[config.mk]
export PLATFORM = sky130hd
export DESIGN_NAME = dar_top
export DESIGN_NICKNAME = d
export VERILOG_FILES = /design/src/design/dar_pkg.sv /design/src/design/dar_sync.sv /design/src/design/dar_flags.sv /design/src/design/dar_top.sv
export VERILOG_INCLUDE_DIRS = /design/src /design/src/design
export SDC_FILE = /design/constraint.sdc
export NUM_CORES = 1
export LEC_CHECK = 0
export BUFFER_PORTS_ARGS = -buffer_cell sky130_fd_sc_hd__buf_2
export CAP_MARGIN = 40
export CORE_MARGIN = 2
export CORE_UTILIZATION = 59
export CTS_BUF_LIST = sky130_fd_sc_hd__clkbuf_4 sky130_fd_sc_hd__clkbuf_8
export DETAILED_ROUTE_END_ITERATION = 8
export PLACE_DENSITY = 0.94
export SYNTH_ARGS = -nofsm -noshare
export SYNTH_HDL_FRONTEND = slang
export SYNTH_SLANG_ARGS = --single-unit
export TNS_END_PERCENT = 5
[constraint.sdc]
create_clock -name CLK_IN -period 3 [get_ports CLK_IN]
set_clock_uncertainty 0.1 [all_clocks]
set_input_delay 0.3 -clock CLK_IN [delete_from_list [all_inputs] [get_ports CLK_IN]]
set_output_delay 0.3 -clock CLK_IN [all_outputs]
set_load 0.01 [all_outputs]
[src/design/dar_defs.svh]
// Purpose: constants for the converter status and result register block
// Assumes: 8-bit special-function-register bus, one core clock
// Notes: offsets are SFR byte addresses
`ifndef DAR_DEFS_SVH
`define DAR_DEFS_SVH
`define DAR_ADR_STATUS   8'hD8
`define DAR_ADR_MODE     8'hD1
`define DAR_ADR_P_RES_L  8'hD9
`define DAR_ADR_P_RES_M  8'hDA
`define DAR_ADR_P_RES_H  8'hDB
`define DAR_ADR_A_RES_L  8'hDC
`define DAR_ADR_A_RES_H  8'hDD
`define DAR_ADR_P_OFS_L  8'hE1
`define DAR_ADR_P_OFS_M  8'hE2
`define DAR_ADR_P_OFS_H  8'hE3
`define DAR_ADR_A_OFS_L  8'hE4
`define DAR_ADR_A_OFS_H  8'hE5
`define DAR_ADR_P_GN_L   8'hE9
`define DAR_ADR_P_GN_M   8'hEA
`define DAR_ADR_P_GN_H   8'hEB
`define DAR_ADR_A_GN_L   8'hEC
`define DAR_ADR_A_GN_H   8'hED
`define DAR_STATUS_RST   8'h00
`define DAR_MODE_RST     8'h00
`define DAR_P_OFS_RST    24'h800000
`define DAR_A_OFS_RST    16'h8000
`define DAR_P_GN_RST     24'h53_5555
`define DAR_A_GN_RST     16'h599A
`define DAR_BIT_P_RDY    3'd7
`define DAR_BIT_A_RDY    3'd6
`define DAR_BIT_CAL      3'd5
`define DAR_BIT_NOREF    3'd4
`define DAR_BIT_P_ERR    3'd3
`define DAR_BIT_A_ERR    3'd2
`define DAR_STATUS_USED  8'hFC
`define DAR_MODE_USED    8'h37
`define DAR_MODE_P_EN    5
`define DAR_MODE_A_EN    4
`define DAR_SYNC_LEN     3
`endif

[src/design/dar_pkg.sv]
// Purpose: types for the converter status and result register block
// Assumes: dar_defs.svh holds every number except the mode encodings, which are defined here
// Notes: none
package dar_pkg;
    // mode field encodings of the three-bit mode select field
    typedef enum logic [2:0] {
        DAR_MD_OFF    = 3'b000,
        DAR_MD_IDLE   = 3'b001,
        DAR_MD_SINGLE = 3'b010,
        DAR_MD_CONT   = 3'b011,
        DAR_MD_CAL4   = 3'b100,
        DAR_MD_CAL5   = 3'b101,
        DAR_MD_CAL6   = 3'b110,
        DAR_MD_CAL7   = 3'b111
    } dar_mode_e;

    // one completion report from a converter core
    typedef struct packed {
        logic        done;
        logic        is_cal;
        logic        clamped;
        logic        cal_fault;
        logic [23:0] result;
        logic [23:0] offset;
        logic [23:0] gain;
    } dar_done_s;

    // special-function-register bus request
    typedef struct packed {
        logic       wr;
        logic       rd;
        logic       bit_wr;
        logic [7:0] addr;
        logic [2:0] bit_sel;
        logic [7:0] wdata;
    } dar_sfr_s;
endpackage

[src/design/dar_sync.sv]
// Purpose: three-stage synchroniser with agreement filter for pin levels
// Assumes: input is asynchronous to CLK_IN
// Notes: output moves only when stages two and three agree
`timescale 1ns/100ps
`default_nettype none
`include "dar_defs.svh"
module dar_sync (
    input  wire logic clk_in,
    input  wire logic reset_n_in,
    input  wire logic ce_in,
    input  wire logic async_in,
    output var  logic level_out
);
    typedef struct packed {
        logic [`DAR_SYNC_LEN-1:0] stage;
        logic                     level;
    } dar_sync_s;

    dar_sync_s st_ff;
    dar_sync_s nxt_st;

    // shift the pin in; first stage feeds only the second
    always_comb begin
        nxt_st = st_ff;
        nxt_st.stage = {st_ff.stage[1:0], async_in};
        if (st_ff.stage[1] == st_ff.stage[2]) begin
            nxt_st.level = st_ff.stage[2];
        end
    end

    // state register
    always_ff @(posedge clk_in) begin
        if (!reset_n_in) begin
            st_ff <= '0;
        end else if (ce_in) begin
            st_ff <= nxt_st;
        end
    end

    assign level_out = st_ff.level;
endmodule
`default_nettype wire

[src/design/dar_flags.sv]
// Purpose: ready and error flag pair for one converter
// Assumes: completion pulse and mode-write pulse from the same clock
// Notes: set wins over any clear in the same cycle
`timescale 1ns/100ps
`default_nettype none
module dar_flags (
    input  wire logic clk_in,
    input  wire logic reset_n_in,
    input  wire logic ce_in,
    input  wire logic done_in,
    input  wire logic err_in,
    input  wire logic sw_clr_rdy_in,
    input  wire logic mode_wr_in,
    output var  logic ready_out,
    output var  logic error_out,
    output logic      accept_out
);
    typedef struct packed {
        logic rdy;
        logic err;
    } dar_flg_s;

    dar_flg_s st_ff;
    dar_flg_s nxt_st;

    // results land only while ready is clear
    assign accept_out = done_in && !st_ff.rdy;

    // flag next state: set has priority over clears
    always_comb begin
        nxt_st = st_ff;
        if (sw_clr_rdy_in || mode_wr_in) begin
            nxt_st.rdy = 1'b0;
        end
        if (mode_wr_in) begin
            nxt_st.err = 1'b0;
        end
        if (accept_out) begin
            nxt_st.rdy = 1'b1;
            if (err_in) begin
                nxt_st.err = 1'b1;
            end
        end
    end

    // state register
    always_ff @(posedge clk_in) begin
        if (!reset_n_in) begin
            st_ff <= '0;
        end else if (ce_in) begin
            st_ff <= nxt_st;
        end
    end

    assign ready_out = st_ff.rdy;
    assign error_out = st_ff.err;

    property p_set_on_done;
        @(posedge clk_in) disable iff (!reset_n_in)
        ce_in && accept_out |=> st_ff.rdy;
    endproperty
    a_set_on_done: assert property (p_set_on_done)
        else $error("ready not set after completion");
endmodule
`default_nettype wire

[src/design/dar_top.sv]
// Purpose: status, result and coefficient registers of two converters
// Assumes: core SFR bus, single clock, converter cores report completion
// Notes: result bytes and coefficients are writable only by hardware
//        except the coefficients, which software may also write
`timescale 1ns/100ps
`default_nettype none
`include "dar_defs.svh"
module dar_top (
    input  wire logic           CLK_IN,
    input  wire logic           RESET_N_IN,
    input  wire logic           CE_IN,
    input  wire dar_pkg::dar_sfr_s SFR_REQ_IN,
    output var  logic [7:0]     SFR_RDATA_OUT,
    output var  logic           SFR_HIT_OUT,
    input  wire dar_pkg::dar_done_s P_DONE_IN,
    input  wire dar_pkg::dar_done_s A_DONE_IN,
    input  wire logic           REF_LOW_IN,
    input  wire logic           EXT_REF_SEL_IN,
    output var  logic [2:0]     MODE_OUT,
    output var  logic           P_RUN_OUT,
    output var  logic           A_RUN_OUT
);
    import dar_pkg::*;

    typedef struct packed {
        logic       cal;
        logic       noref;
        logic [7:0] mode;
        logic [23:0] p_res;
        logic [15:0] a_res;
        logic [23:0] p_ofs;
        logic [15:0] a_ofs;
        logic [23:0] p_gn;
        logic [15:0] a_gn;
        logic [7:0] rdata;
    } dar_top_s;

    dar_top_s st_ff;
    dar_top_s nxt_st;
    logic     ref_low;
    logic     p_rdy;
    logic     a_rdy;
    logic     p_err;
    logic     a_err;
    logic     p_acc;
    logic     a_acc;
    logic     mode_wr;
    logic     stat_wr;
    logic     clr_p;
    logic     clr_a;
    logic     active;
    logic     p_err_in;
    logic     a_err_in;
    logic [7:0] status;

    // reference detect pin synchronised
    dar_sync u_ref_sync (
        .clk_in     (CLK_IN),
        .reset_n_in (RESET_N_IN),
        .ce_in      (CE_IN),
        .async_in   (REF_LOW_IN),
        .level_out  (ref_low)
    );

    // software write decode
    assign mode_wr = SFR_REQ_IN.wr && SFR_REQ_IN.addr == `DAR_ADR_MODE;
    assign stat_wr = SFR_REQ_IN.addr == `DAR_ADR_STATUS && SFR_REQ_IN.wr;
    // bit write touches one flag; byte write may clear both ready bits
    assign clr_p = stat_wr && (SFR_REQ_IN.bit_wr
        ? (SFR_REQ_IN.bit_sel == `DAR_BIT_P_RDY && !SFR_REQ_IN.wdata[0])
        : !SFR_REQ_IN.wdata[`DAR_BIT_P_RDY]);
    assign clr_a = stat_wr && (SFR_REQ_IN.bit_wr
        ? (SFR_REQ_IN.bit_sel == `DAR_BIT_A_RDY && !SFR_REQ_IN.wdata[0])
        : !SFR_REQ_IN.wdata[`DAR_BIT_A_RDY]);
    assign active = st_ff.mode[`DAR_MODE_P_EN] || st_ff.mode[`DAR_MODE_A_EN];

    // error cause: clamp on a conversion, fault on a calibration
    assign p_err_in = P_DONE_IN.is_cal ? P_DONE_IN.cal_fault
                                       : P_DONE_IN.clamped;
    assign a_err_in = A_DONE_IN.is_cal ? A_DONE_IN.cal_fault
                                       : A_DONE_IN.clamped;

    dar_flags u_p_flags (
        .clk_in        (CLK_IN),
        .reset_n_in    (RESET_N_IN),
        .ce_in         (CE_IN),
        .done_in       (P_DONE_IN.done),
        .err_in        (p_err_in),
        .sw_clr_rdy_in (clr_p),
        .mode_wr_in    (mode_wr),
        .ready_out     (p_rdy),
        .error_out     (p_err),
        .accept_out    (p_acc)
    );

    dar_flags u_a_flags (
        .clk_in        (CLK_IN),
        .reset_n_in    (RESET_N_IN),
        .ce_in         (CE_IN),
        .done_in       (A_DONE_IN.done),
        .err_in        (a_err_in),
        .sw_clr_rdy_in (clr_a),
        .mode_wr_in    (mode_wr),
        .ready_out     (a_rdy),
        .error_out     (a_err),
        .accept_out    (a_acc)
    );

    // status byte; reserved bits read zero
    assign status = {p_rdy, a_rdy, st_ff.cal, st_ff.noref,
                     p_err, a_err, 2'b00};

    // next state of all registers
    always_comb begin
        nxt_st = st_ff;
        // missing reference only while a converter runs
        nxt_st.noref = active && ref_low;
        if (mode_wr) begin
            nxt_st.cal  = 1'b0;
            nxt_st.mode = SFR_REQ_IN.wdata & `DAR_MODE_USED;
        end
        if (SFR_REQ_IN.wr) begin
            unique case (SFR_REQ_IN.addr)
                `DAR_ADR_P_OFS_L: nxt_st.p_ofs[7:0]   = SFR_REQ_IN.wdata;
                `DAR_ADR_P_OFS_M: nxt_st.p_ofs[15:8]  = SFR_REQ_IN.wdata;
                `DAR_ADR_P_OFS_H: nxt_st.p_ofs[23:16] = SFR_REQ_IN.wdata;
                `DAR_ADR_A_OFS_L: nxt_st.a_ofs[7:0]   = SFR_REQ_IN.wdata;
                `DAR_ADR_A_OFS_H: nxt_st.a_ofs[15:8]  = SFR_REQ_IN.wdata;
                `DAR_ADR_P_GN_L:  nxt_st.p_gn[7:0]    = SFR_REQ_IN.wdata;
                `DAR_ADR_P_GN_M:  nxt_st.p_gn[15:8]   = SFR_REQ_IN.wdata;
                `DAR_ADR_P_GN_H:  nxt_st.p_gn[23:16]  = SFR_REQ_IN.wdata;
                `DAR_ADR_A_GN_L:  nxt_st.a_gn[7:0]    = SFR_REQ_IN.wdata;
                `DAR_ADR_A_GN_H:  nxt_st.a_gn[15:8]   = SFR_REQ_IN.wdata;
                default: ;
            endcase
        end
        // primary completion, blocked while ready is still set
        if (p_acc) begin
            if (P_DONE_IN.is_cal) begin
                nxt_st.cal = 1'b1;
                if (!P_DONE_IN.cal_fault) begin
                    nxt_st.p_ofs = P_DONE_IN.offset;
                    nxt_st.p_gn  = P_DONE_IN.gain;
                end
            end else if (st_ff.noref && EXT_REF_SEL_IN) begin
                nxt_st.p_res = '1;
            end else begin
                nxt_st.p_res = P_DONE_IN.result;
            end
        end
        // auxiliary completion, same shape at 16 bits
        if (a_acc) begin
            if (A_DONE_IN.is_cal) begin
                nxt_st.cal = 1'b1;
                if (!A_DONE_IN.cal_fault) begin
                    nxt_st.a_ofs = A_DONE_IN.offset[15:0];
                    nxt_st.a_gn  = A_DONE_IN.gain[15:0];
                end
            end else if (st_ff.noref && EXT_REF_SEL_IN) begin
                nxt_st.a_res = '1;
            end else begin
                nxt_st.a_res = A_DONE_IN.result[15:0];
            end
        end
        // single conversion done returns mode field to power-down
        if ((p_acc || a_acc) && st_ff.mode[2:0] == DAR_MD_SINGLE
            && !mode_wr) begin
            nxt_st.mode[2:0] = DAR_MD_OFF;
        end
        // registered read data
        unique case (SFR_REQ_IN.addr)
            `DAR_ADR_STATUS:  nxt_st.rdata = status;
            `DAR_ADR_MODE:    nxt_st.rdata = st_ff.mode;
            `DAR_ADR_P_RES_L: nxt_st.rdata = st_ff.p_res[7:0];
            `DAR_ADR_P_RES_M: nxt_st.rdata = st_ff.p_res[15:8];
            `DAR_ADR_P_RES_H: nxt_st.rdata = st_ff.p_res[23:16];
            `DAR_ADR_A_RES_L: nxt_st.rdata = st_ff.a_res[7:0];
            `DAR_ADR_A_RES_H: nxt_st.rdata = st_ff.a_res[15:8];
            `DAR_ADR_P_OFS_L: nxt_st.rdata = st_ff.p_ofs[7:0];
            `DAR_ADR_P_OFS_M: nxt_st.rdata = st_ff.p_ofs[15:8];
            `DAR_ADR_P_OFS_H: nxt_st.rdata = st_ff.p_ofs[23:16];
            `DAR_ADR_A_OFS_L: nxt_st.rdata = st_ff.a_ofs[7:0];
            `DAR_ADR_A_OFS_H: nxt_st.rdata = st_ff.a_ofs[15:8];
            `DAR_ADR_P_GN_L:  nxt_st.rdata = st_ff.p_gn[7:0];
            `DAR_ADR_P_GN_M:  nxt_st.rdata = st_ff.p_gn[15:8];
            `DAR_ADR_P_GN_H:  nxt_st.rdata = st_ff.p_gn[23:16];
            `DAR_ADR_A_GN_L:  nxt_st.rdata = st_ff.a_gn[7:0];
            `DAR_ADR_A_GN_H:  nxt_st.rdata = st_ff.a_gn[15:8];
            default:          nxt_st.rdata = 8'h00;
        endcase
    end

    // state register with factory coefficient values at reset
    always_ff @(posedge CLK_IN) begin
        if (!RESET_N_IN) begin
            st_ff       <= '0;
            st_ff.mode  <= `DAR_MODE_RST;
            st_ff.p_ofs <= `DAR_P_OFS_RST;
            st_ff.a_ofs <= `DAR_A_OFS_RST;
            st_ff.p_gn  <= `DAR_P_GN_RST;
            st_ff.a_gn  <= `DAR_A_GN_RST;
        end else if (CE_IN) begin
            st_ff <= nxt_st;
        end
    end

    // outputs
    assign SFR_RDATA_OUT = st_ff.rdata;
    assign SFR_HIT_OUT   = SFR_REQ_IN.rd || SFR_REQ_IN.wr;
    assign MODE_OUT      = st_ff.mode[2:0];
    assign P_RUN_OUT     = st_ff.mode[`DAR_MODE_P_EN];
    assign A_RUN_OUT     = st_ff.mode[`DAR_MODE_A_EN];

    property p_rdy_blocks;
        @(posedge CLK_IN) disable iff (!RESET_N_IN)
        CE_IN && p_rdy && P_DONE_IN.done && !P_DONE_IN.is_cal
        |=> $stable(st_ff.p_res);
    endproperty
    a_rdy_blocks: assert property (p_rdy_blocks)
        else $error("result written while ready set");

    property p_clamp_ones;
        @(posedge CLK_IN) disable iff (!RESET_N_IN)
        CE_IN && p_acc && !P_DONE_IN.is_cal && st_ff.noref && EXT_REF_SEL_IN
        |=> st_ff.p_res == 24'hFFFFFF;
    endproperty
    a_clamp_ones: assert property (p_clamp_ones)
        else $error("result not forced to ones");

    property p_cal_clear;
        @(posedge CLK_IN) disable iff (!RESET_N_IN)
        CE_IN && mode_wr && !p_acc && !a_acc |=> !st_ff.cal;
    endproperty
    a_cal_clear: assert property (p_cal_clear)
        else $error("calibration flag not cleared by mode write");

    property p_cal_set;
        @(posedge CLK_IN) disable iff (!RESET_N_IN)
        CE_IN && p_acc && P_DONE_IN.is_cal |=> st_ff.cal && p_rdy;
    endproperty
    a_cal_set: assert property (p_cal_set)
        else $error("calibration done not flagged");

    property p_noref_idle;
        @(posedge CLK_IN) disable iff (!RESET_N_IN)
        CE_IN && !P_RUN_OUT && !A_RUN_OUT |=> !st_ff.noref;
    endproperty
    a_noref_idle: assert property (p_noref_idle)
        else $error("missing reference flagged while idle");

    property p_err_clear;
        @(posedge CLK_IN) disable iff (!RESET_N_IN)
        CE_IN && mode_wr && !p_acc |=> !p_err && !p_rdy;
    endproperty
    a_err_clear: assert property (p_err_clear)
        else $error("primary flags not cleared by mode write");

    property p_single_off;
        @(posedge CLK_IN) disable iff (!RESET_N_IN)
        CE_IN && p_acc && !mode_wr && MODE_OUT == DAR_MD_SINGLE
        |=> MODE_OUT == DAR_MD_OFF;
    endproperty
    a_single_off: assert property (p_single_off)
        else $error("single conversion did not return to power-down");

    property p_reserved_zero;
        @(posedge CLK_IN) disable iff (!RESET_N_IN)
        CE_IN && SFR_REQ_IN.addr == `DAR_ADR_STATUS
        |=> SFR_RDATA_OUT[1:0] == 2'b00;
    endproperty
    a_reserved_zero: assert property (p_reserved_zero)
        else $error("reserved status bits not zero");

    property p_status_read;
        @(posedge CLK_IN) disable iff (!RESET_N_IN)
        CE_IN && SFR_REQ_IN.addr == `DAR_ADR_STATUS
        |=> SFR_RDATA_OUT == $past(status);
    endproperty
    a_status_read: assert property (p_status_read)
        else $error("status read data does not match the flags");

    property p_a_rdy_blocks;
        @(posedge CLK_IN) disable iff (!RESET_N_IN)
        CE_IN && a_rdy && A_DONE_IN.done && !A_DONE_IN.is_cal
        |=> $stable(st_ff.a_res);
    endproperty
    a_a_rdy_blocks: assert property (p_a_rdy_blocks)
        else $error("auxiliary result written while ready set");

    property p_noref_set;
        @(posedge CLK_IN) disable iff (!RESET_N_IN)
        CE_IN && active && ref_low |=> st_ff.noref;
    endproperty
    a_noref_set: assert property (p_noref_set)
        else $error("missing reference not flagged while running");

    property p_noref_valid;
        @(posedge CLK_IN) disable iff (!RESET_N_IN)
        CE_IN && !ref_low |=> !st_ff.noref;
    endproperty
    a_noref_valid: assert property (p_noref_valid)
        else $error("missing reference flagged with valid reference");

    property p_clr_keeps;
        @(posedge CLK_IN) disable iff (!RESET_N_IN)
        CE_IN && stat_wr && SFR_REQ_IN.bit_wr
        && SFR_REQ_IN.bit_sel == `DAR_BIT_P_RDY && !p_acc && !a_acc
        |=> $stable(a_rdy) && $stable(a_err) && $stable(p_err)
            && $stable(st_ff.cal);
    endproperty
    a_clr_keeps: assert property (p_clr_keeps)
        else $error("single-bit ready clear disturbed other flags");
endmodule
`default_nettype wire

-- Word level (Yosys, flattened, before mapping)
Cells that the tools add are included.
- register bits after elaboration: 143
- word-level logic and storage cells: 118
- output and inout bits: 14
- input port bits: 179
- mux-type cells: 45
- reduce and logical (&&, ||, !) cells: 33
- bitwise gates (word level): 2
- equality and inequality tests: 21
- operators by type and width (kind ; count):
    two-way mux 24 bit ; 7
    == test 8 bit, second input constant ; 17
    one-hot mux 8 bit (17 select lines) ; 1
    two-way mux 16 bit ; 7
    two-way mux 8 bit ; 10
    two-way mux 80 bit ; 1
    two-way mux 1 bit ; 15
    logical AND 1 bit ; 12
    AND reduction 2 bit ; 5
    == test 3 bit, second input constant ; 2
    zero test 1 bit ; 6
    two-way mux 3 bit ; 2
    AND reduction 3 bit ; 2
    nonzero test 2 bit ; 3
    logical OR 1 bit ; 5
    two-way mux 2 bit ; 2
    == test 3 x 2 -> 1 bit, second input constant ; 1
    NOT 1 bit ; 2
    == test 1 bit ; 1

-- Depth between registers and ports, before layout
- depth after elaboration: 7
- mapped depth: 8
- mapped depth without buffers: 5

-- Cells and area by module
From an unflattened synthesis, not the netlist that was laid out.
- cells, all modules: 839
- area, all modules: 7469.7 µm²
- by module, submodules not included (module ; times used ; area each (µm²) ; seq. area each (µm²) ; cells an instance):
    dar_top ; 1 ; 7111.8 ; 2702.6 ; 804
    dar_flags ; 2 ; 92.6 ; 40.0 ; 9
    dar_sync ; 1 ; 172.7 ; 80.1 ; 17

-- Worst setup path before layout
No wires, ideal clock.
- kind: input to register
- start point: input SFR_REQ_IN[14] (netlist name)
- end point: register st_ff (netlist bit SFR_RDATA_OUT[1])
- setup time: 0.138 ns
- path buffers: 2
- required time: 2.762 ns
- slack: 1.169 ns
- arrival: 1.592 ns
- stages: 7
- path through: buf_2 > buf_2 > mux2_2 > a31oi_1 > o211ai_1 > a221oi_1 > a211oi_1
- word-level cells in the longest chain between the ends: 2
- elaborated cells between the ends (all ways): 18
- those cells by class: eq/ne: 17; mux: 1
- ends and longest elaborated chain (element ; RTL line ; RTL):
    start: declaration ; dar_top.sv:12 ; input wire dar_pkg::dar_sfr_s SFR_REQ_IN,
    == test 8 bit ; dar_top.sv:171 ; unique case (SFR_REQ_IN.addr)
    one-hot mux 8 bit (17 select lines) * ; dar_top.sv:171 ;
    end signal: assignment ; dar_top.sv:203 ; st_ff <= nxt_st;
    end: declaration ; dar_top.sv:38 ; dar_top_s st_ff;
Every way passes the cells marked *; elsewhere a longest branch is shown, timed or not.
A chain may end at the register's enable or synchronous reset.

-- Worst setup path after layout
- start point: register u_a_flags.st_ff (netlist bit u_a_flags.ready_out)
- end point: register st_ff[93] (netlist name)
- word-level cells in the longest chain between the ends: 3
- ends and longest elaborated chain (element ; RTL line ; RTL):
    start: declaration ; dar_flags.sv:23 ; dar_flg_s st_ff;
    start signal: assignment ; dar_flags.sv:51 ; st_ff <= nxt_st;
    zero test 1 bit ; dar_flags.sv:27 ; assign accept_out = done_in && !st_ff.rdy;
    logical AND 1 bit ; dar_flags.sv:27 ;
    AND reduction 3 bit (no line) ; n/a ;
No other way between the ends.

==> impl_metrics.csv <==
group,metric,value,unit
status,outcome,"finished, final reports clean",
final_layout,final_layout_size_suffix_gt1_frac,0.304,
clocking,worst_skew_pair.late_latency,0.47,ns
worst_setup_path,timing.critical_path.to_type,"flop",
clocking,clockBufferDepth,2,
clocking,cts_root_buf,"sky130_fd_sc_hd__clkbuf_8",
synth,synth_seq_cells,143,
final_layout,count_of_fill_cells_added_during_filler_insertion,934,
clocking,cts.reportedPaths.clkPinSlew,0.08,ns
grt,first_global_vias,7296,
worst_setup_path,worstSetupStartpoint,"u_a_flags.ready_out",
timing,final.min_clock_period,2.11,ns
route,drt_pass1_iterations,5,
worst_setup_path,reg2reg_slack,0.89,ns
flow_run,maxCapViolCount,0,
final_layout,synthToLayoutAreaGrowth,20.7,%
worst_setup_path,criticalPathCategory,"flop to flop",
placed_design,dpl.cell_count,1127,
timing,relative_max_transition_margin,0.450,
timing,total_count_of_max_transition_violations_in_the_final_report,0,
floorplanning,rows,41,
synth,synthesis.nets,1024,
floorplanning,design.die.area,13700,um2
clocking,post_cts.resized_instances,0,
synth,synth_cells,845,
worst_setup_path,reg2reg_from,"u_a_flags.ready_out",
worst_setup_path,worst-r2r-cell-count,5,
clocking,clock_tree.htree_level_count,4,
placed_design,placement.io_buffers,168,
synth,synth_area_per_cell,8.90,um2
pwr,cellLeakagePower,4.25,nW
floorplanning,die_width,117,um
floorplanning,die_y,117,um
timing,achievable_freq,475,MHz
route,drc,0,
timing,report.final.hold_viol_count,0,
timing,rsz0062_at_grt,"no",
synth,synth_sequential_area_ratio,0.381,
floorplanning,floorplan.core_area,12500,um2
synth,synth-main-ff-cell,"sky130_fd_sc_hd__dfxtp_1",
floorplanning,initial_core_util,0.601,
clocking,cts_sinks,143,
worst_setup_path,arrival,2.35,ns
grt,grt.overflow.total,0,
placed_design,post-dp-hpwl,19800,um
worst_setup_path,r2r_end,"st_ff[93]",
route,detail_route.wirelength,27500,um
synth,synth_edf_count,0,
grt,groute.usage.overall,0.397,
pwr,power-per-cell-area,482,nW/um2
timing,fin_crit_sh,0.702,
synth,yosys_warnings,0,
synth,synth.distinct_cells,73,
timing,final-setup-viol-count,0,
hold_path,hold_class,"input port to flop",
worst_setup_path,timing.critical_path.to,"st_ff[93]",
final_layout,non_filler_instance_count_after_layout,1180,
route,routed-via-count,7995,
synth,post_synth_instance_area,7520,um2
synth,post_synth_arst_share,0,
grt,grt_start_max_net_pins,98,
route,ant_nets,0,
final_layout,num_antenna_cells,0,
route,route.detailed.vias_per_inst,6.78,
timing,setup-tns-final,0,ns
placed_design,gpl.final_weighted_congestion,1.02,
grt,antenna_found_initial,0,
route,detailedRoute.firstIterationViolations,1199,
clocking,cts_inserted_buffers,17,
worst_setup_path,timing.critical_path.required,3.24,ns
route,post_drt_wl_per_cell,23.3,um
pwr,vdd.ir_drop.worst,484,uV
floorplanning,pin_count,193,
grt,first_pass_grt_wire_length,40300,um
timing,worstMarginPinSlew,0.823,ns
clocking,tritoncts,"built",
final_layout,finish.net_count,1175,
worst_setup_path,worstPathMaxFanout,17,
worst_setup_path,startpoint_type,"flop",
[worst max-delay path, stage by stage (launching register included)]
cell and delay (ns):
sky130_fd_sc_hd__dfxtp_1 0.41, sky130_fd_sc_hd__and3b_1 0.34, sky130_fd_sc_hd__nor2b_1 0.15, sky130_fd_sc_hd__buf_4 0.23, sky130_fd_sc_hd__nand2_1 0.37, sky130_fd_sc_hd__o221a_2 0.39
[worst min path at each step]
stage | slack (ns) | cells past startpoint | start | end
2_1_floorplan | 0.34 | 2 | st_ff[16] | st_ff[16]
3_3_place_gp | 0.37 | 2 | SFR_RDATA_OUT[7] | SFR_RDATA_OUT[7]
3_5_place_dp | 0.38 | 2 | SFR_RDATA_OUT[7] | SFR_RDATA_OUT[7]
4_1_cts | 0.001 | 2 | P_DONE_IN[49] | st_ff[105]
5_1_grt | 0.004 | 2 | A_DONE_IN[49] | st_ff[89]
6_report | 0.01 | 2 | P_DONE_IN[49] | st_ff[105]
[layout by cell type (no fill, tap or decap), types with 4 or more instances in the layout]
| master | Yosys | routed |
|---|---|---|
| sky130_fd_sc_hd__buf_2 | 29 | 167 |
| sky130_fd_sc_hd__nor2b_1 | 21 | 21 |
| sky130_fd_sc_hd__a31oi_1 | 7 | 7 |
| sky130_fd_sc_hd__a211oi_1 | 7 | 7 |
| sky130_fd_sc_hd__buf_4 | 17 | 30 |
| sky130_fd_sc_hd__clkbuf_8 | 0 | 17 |
| sky130_fd_sc_hd__a21oi_1 | 64 | 64 |
| sky130_fd_sc_hd__nand3_1 | 39 | 39 |
| sky130_fd_sc_hd__and2_1 | 19 | 19 |
| sky130_fd_sc_hd__nand4b_1 | 5 | 5 |
| sky130_fd_sc_hd__a22oi_1 | 28 | 28 |
| sky130_fd_sc_hd__bufinv_16 | 0 | 5 |
| sky130_fd_sc_hd__nand3b_1 | 4 | 4 |
| sky130_fd_sc_hd__o221a_2 | 40 | 40 |
| sky130_fd_sc_hd__dlygate4sd3_1 | 0 | 22 |
| sky130_fd_sc_hd__nand4_1 | 18 | 18 |
| sky130_fd_sc_hd__o22ai_1 | 6 | 6 |
| sky130_fd_sc_hd__nand2_1 | 122 | 122 |
| sky130_fd_sc_hd__nor2_1 | 15 | 15 |
| sky130_fd_sc_hd__mux2_2 | 14 | 14 |
| sky130_fd_sc_hd__a32oi_1 | 14 | 14 |
| sky130_fd_sc_hd__and3_1 | 5 | 5 |
| sky130_fd_sc_hd__dfxtp_1 | 143 | 143 |
| sky130_fd_sc_hd__mux2i_1 | 15 | 15 |
| sky130_fd_sc_hd__o211a_1 | 58 | 58 |
| sky130_fd_sc_hd__o21ai_0 | 18 | 18 |
| sky130_fd_sc_hd__a21oi_2 | 8 | 8 |
| sky130_fd_sc_hd__inv_1 | 7 | 7 |
[power by group]
group,internal (mW),leakage (nW),switching (mW)
Combinational,0.262,2.86,0.337
Clock,1.01,0.227,0.740
Sequential,1.97,1.16,0.0592
[sequential cells by signal (all words and copies together) (netlist names), 2 cells and up]
name               flops
st_ff                122
MODE_OUT               3
u_ref_sync.nxt_st      2
SFR_RDATA_OUT          8
[per-stage QoR]
step / hold WS (ns) / instance area, um2 / worst slack, ns / power, mW / utilization
floorplan: 0.338 / 7520 / 1.17 / 2.37 / -
global placement: 0.369 / 8410 / 0.622 / 2.60 / 0.672
detailed placement: 0.377 / 8410 / 0.589 / 2.62 / 0.672
CTS: 0.00111 / 9050 / 0.955 / 4.34 / 0.723
global route: 0.00387 / 9070 / 0.815 / 4.49 / 0.725
finish: 0.0102 / 9070 / 0.894 / 4.38 / 0.725
[Yosys cell counts, types with 3 or more instances]
library cell                  n  share of area
sky130_fd_sc_hd__dfxtp_1    143           0.38
sky130_fd_sc_hd__nand2_1    122          0.061
sky130_fd_sc_hd__a21oi_1     64          0.043
sky130_fd_sc_hd__o211a_1     58          0.077
sky130_fd_sc_hd__o221a_2     40          0.060
sky130_fd_sc_hd__nand3_1     39          0.026
sky130_fd_sc_hd__clkbuf_1    37          0.018
sky130_fd_sc_hd__buf_2       29          0.019
sky130_fd_sc_hd__a22oi_1     28          0.028
sky130_fd_sc_hd__nor2b_1     21          0.017
sky130_fd_sc_hd__and2_1      19          0.016
sky130_fd_sc_hd__nand4_1     18          0.015
sky130_fd_sc_hd__o21ai_0     18          0.012
sky130_fd_sc_hd__buf_4       17          0.017
sky130_fd_sc_hd__mux2i_1     15          0.020
sky130_fd_sc_hd__nor2_1      15         0.0075
sky130_fd_sc_hd__a32oi_1     14          0.016
sky130_fd_sc_hd__mux2_2      14          0.021
sky130_fd_sc_hd__a21oi_2      8         0.0093
sky130_fd_sc_hd__a211oi_1     7         0.0070
sky130_fd_sc_hd__a31oi_1      7         0.0058
sky130_fd_sc_hd__inv_1        7         0.0035
sky130_fd_sc_hd__o22ai_1      6         0.0050
sky130_fd_sc_hd__and3_1       5         0.0042
sky130_fd_sc_hd__nand4b_1     5         0.0058
sky130_fd_sc_hd__buf_1        4         0.0020
sky130_fd_sc_hd__nand3b_1     4         0.0040
sky130_fd_sc_hd__a21boi_0     3         0.0030
sky130_fd_sc_hd__a21o_1       3         0.0030
sky130_fd_sc_hd__a32o_1       3         0.0040
sky130_fd_sc_hd__and2_0       3         0.0025
sky130_fd_sc_hd__and4b_1      3         0.0040
sky130_fd_sc_hd__nor3_1       3         0.0020
sky130_fd_sc_hd__o211ai_1     3         0.0030
sky130_fd_sc_hd__o21a_1       3         0.0030
sky130_fd_sc_hd__o21ai_1      3         0.0020
sky130_fd_sc_hd__o2bb2ai_1    3         0.0035
[final cells by class]
| class | count | area [um2] | share of cell area |
|---|---|---|---|
| Timing Repair Buffer | 220 | 1300 | 0.143 |
| Clock inverter | 11 | 190 | 0.0210 |
| Tap cell | 172 | 215 | 0.0237 |
| Sequential cell | 143 | 2860 | 0.315 |
| Clock buffer | 20 | 256 | 0.0283 |
| Multi-Input combinational cell | 607 | 4220 | 0.465 |
| Inverter | 7 | 26.3 | 0.00290 |
[layer usage]
layer  vias up  track usage  share of wire
met1      3739        0.509           0.38
li1       3523            -              -
met2       600        0.634           0.45
met5         -            0              0
met4         0        0.187          0.053
met3       133       0.0973           0.11
[cells by family after synthesis]
kind of cell | Yosys count | synth area share
AOI/OAI and AO/OA | 295 | 0.317
and+or+nand+nor | 282 | 0.196
DFF | 143 | 0.381
buffers and inverters | 95 | 0.0617
muxes | 30 | 0.0439
[what timing repair did]
action | in CTS | in global routing
hold endpoints to repair | 20 | 2
hold buffers | 20 | 2
buffers inserted | 0 | 0
Note: power is estimated with default switching activity, not from simulation.
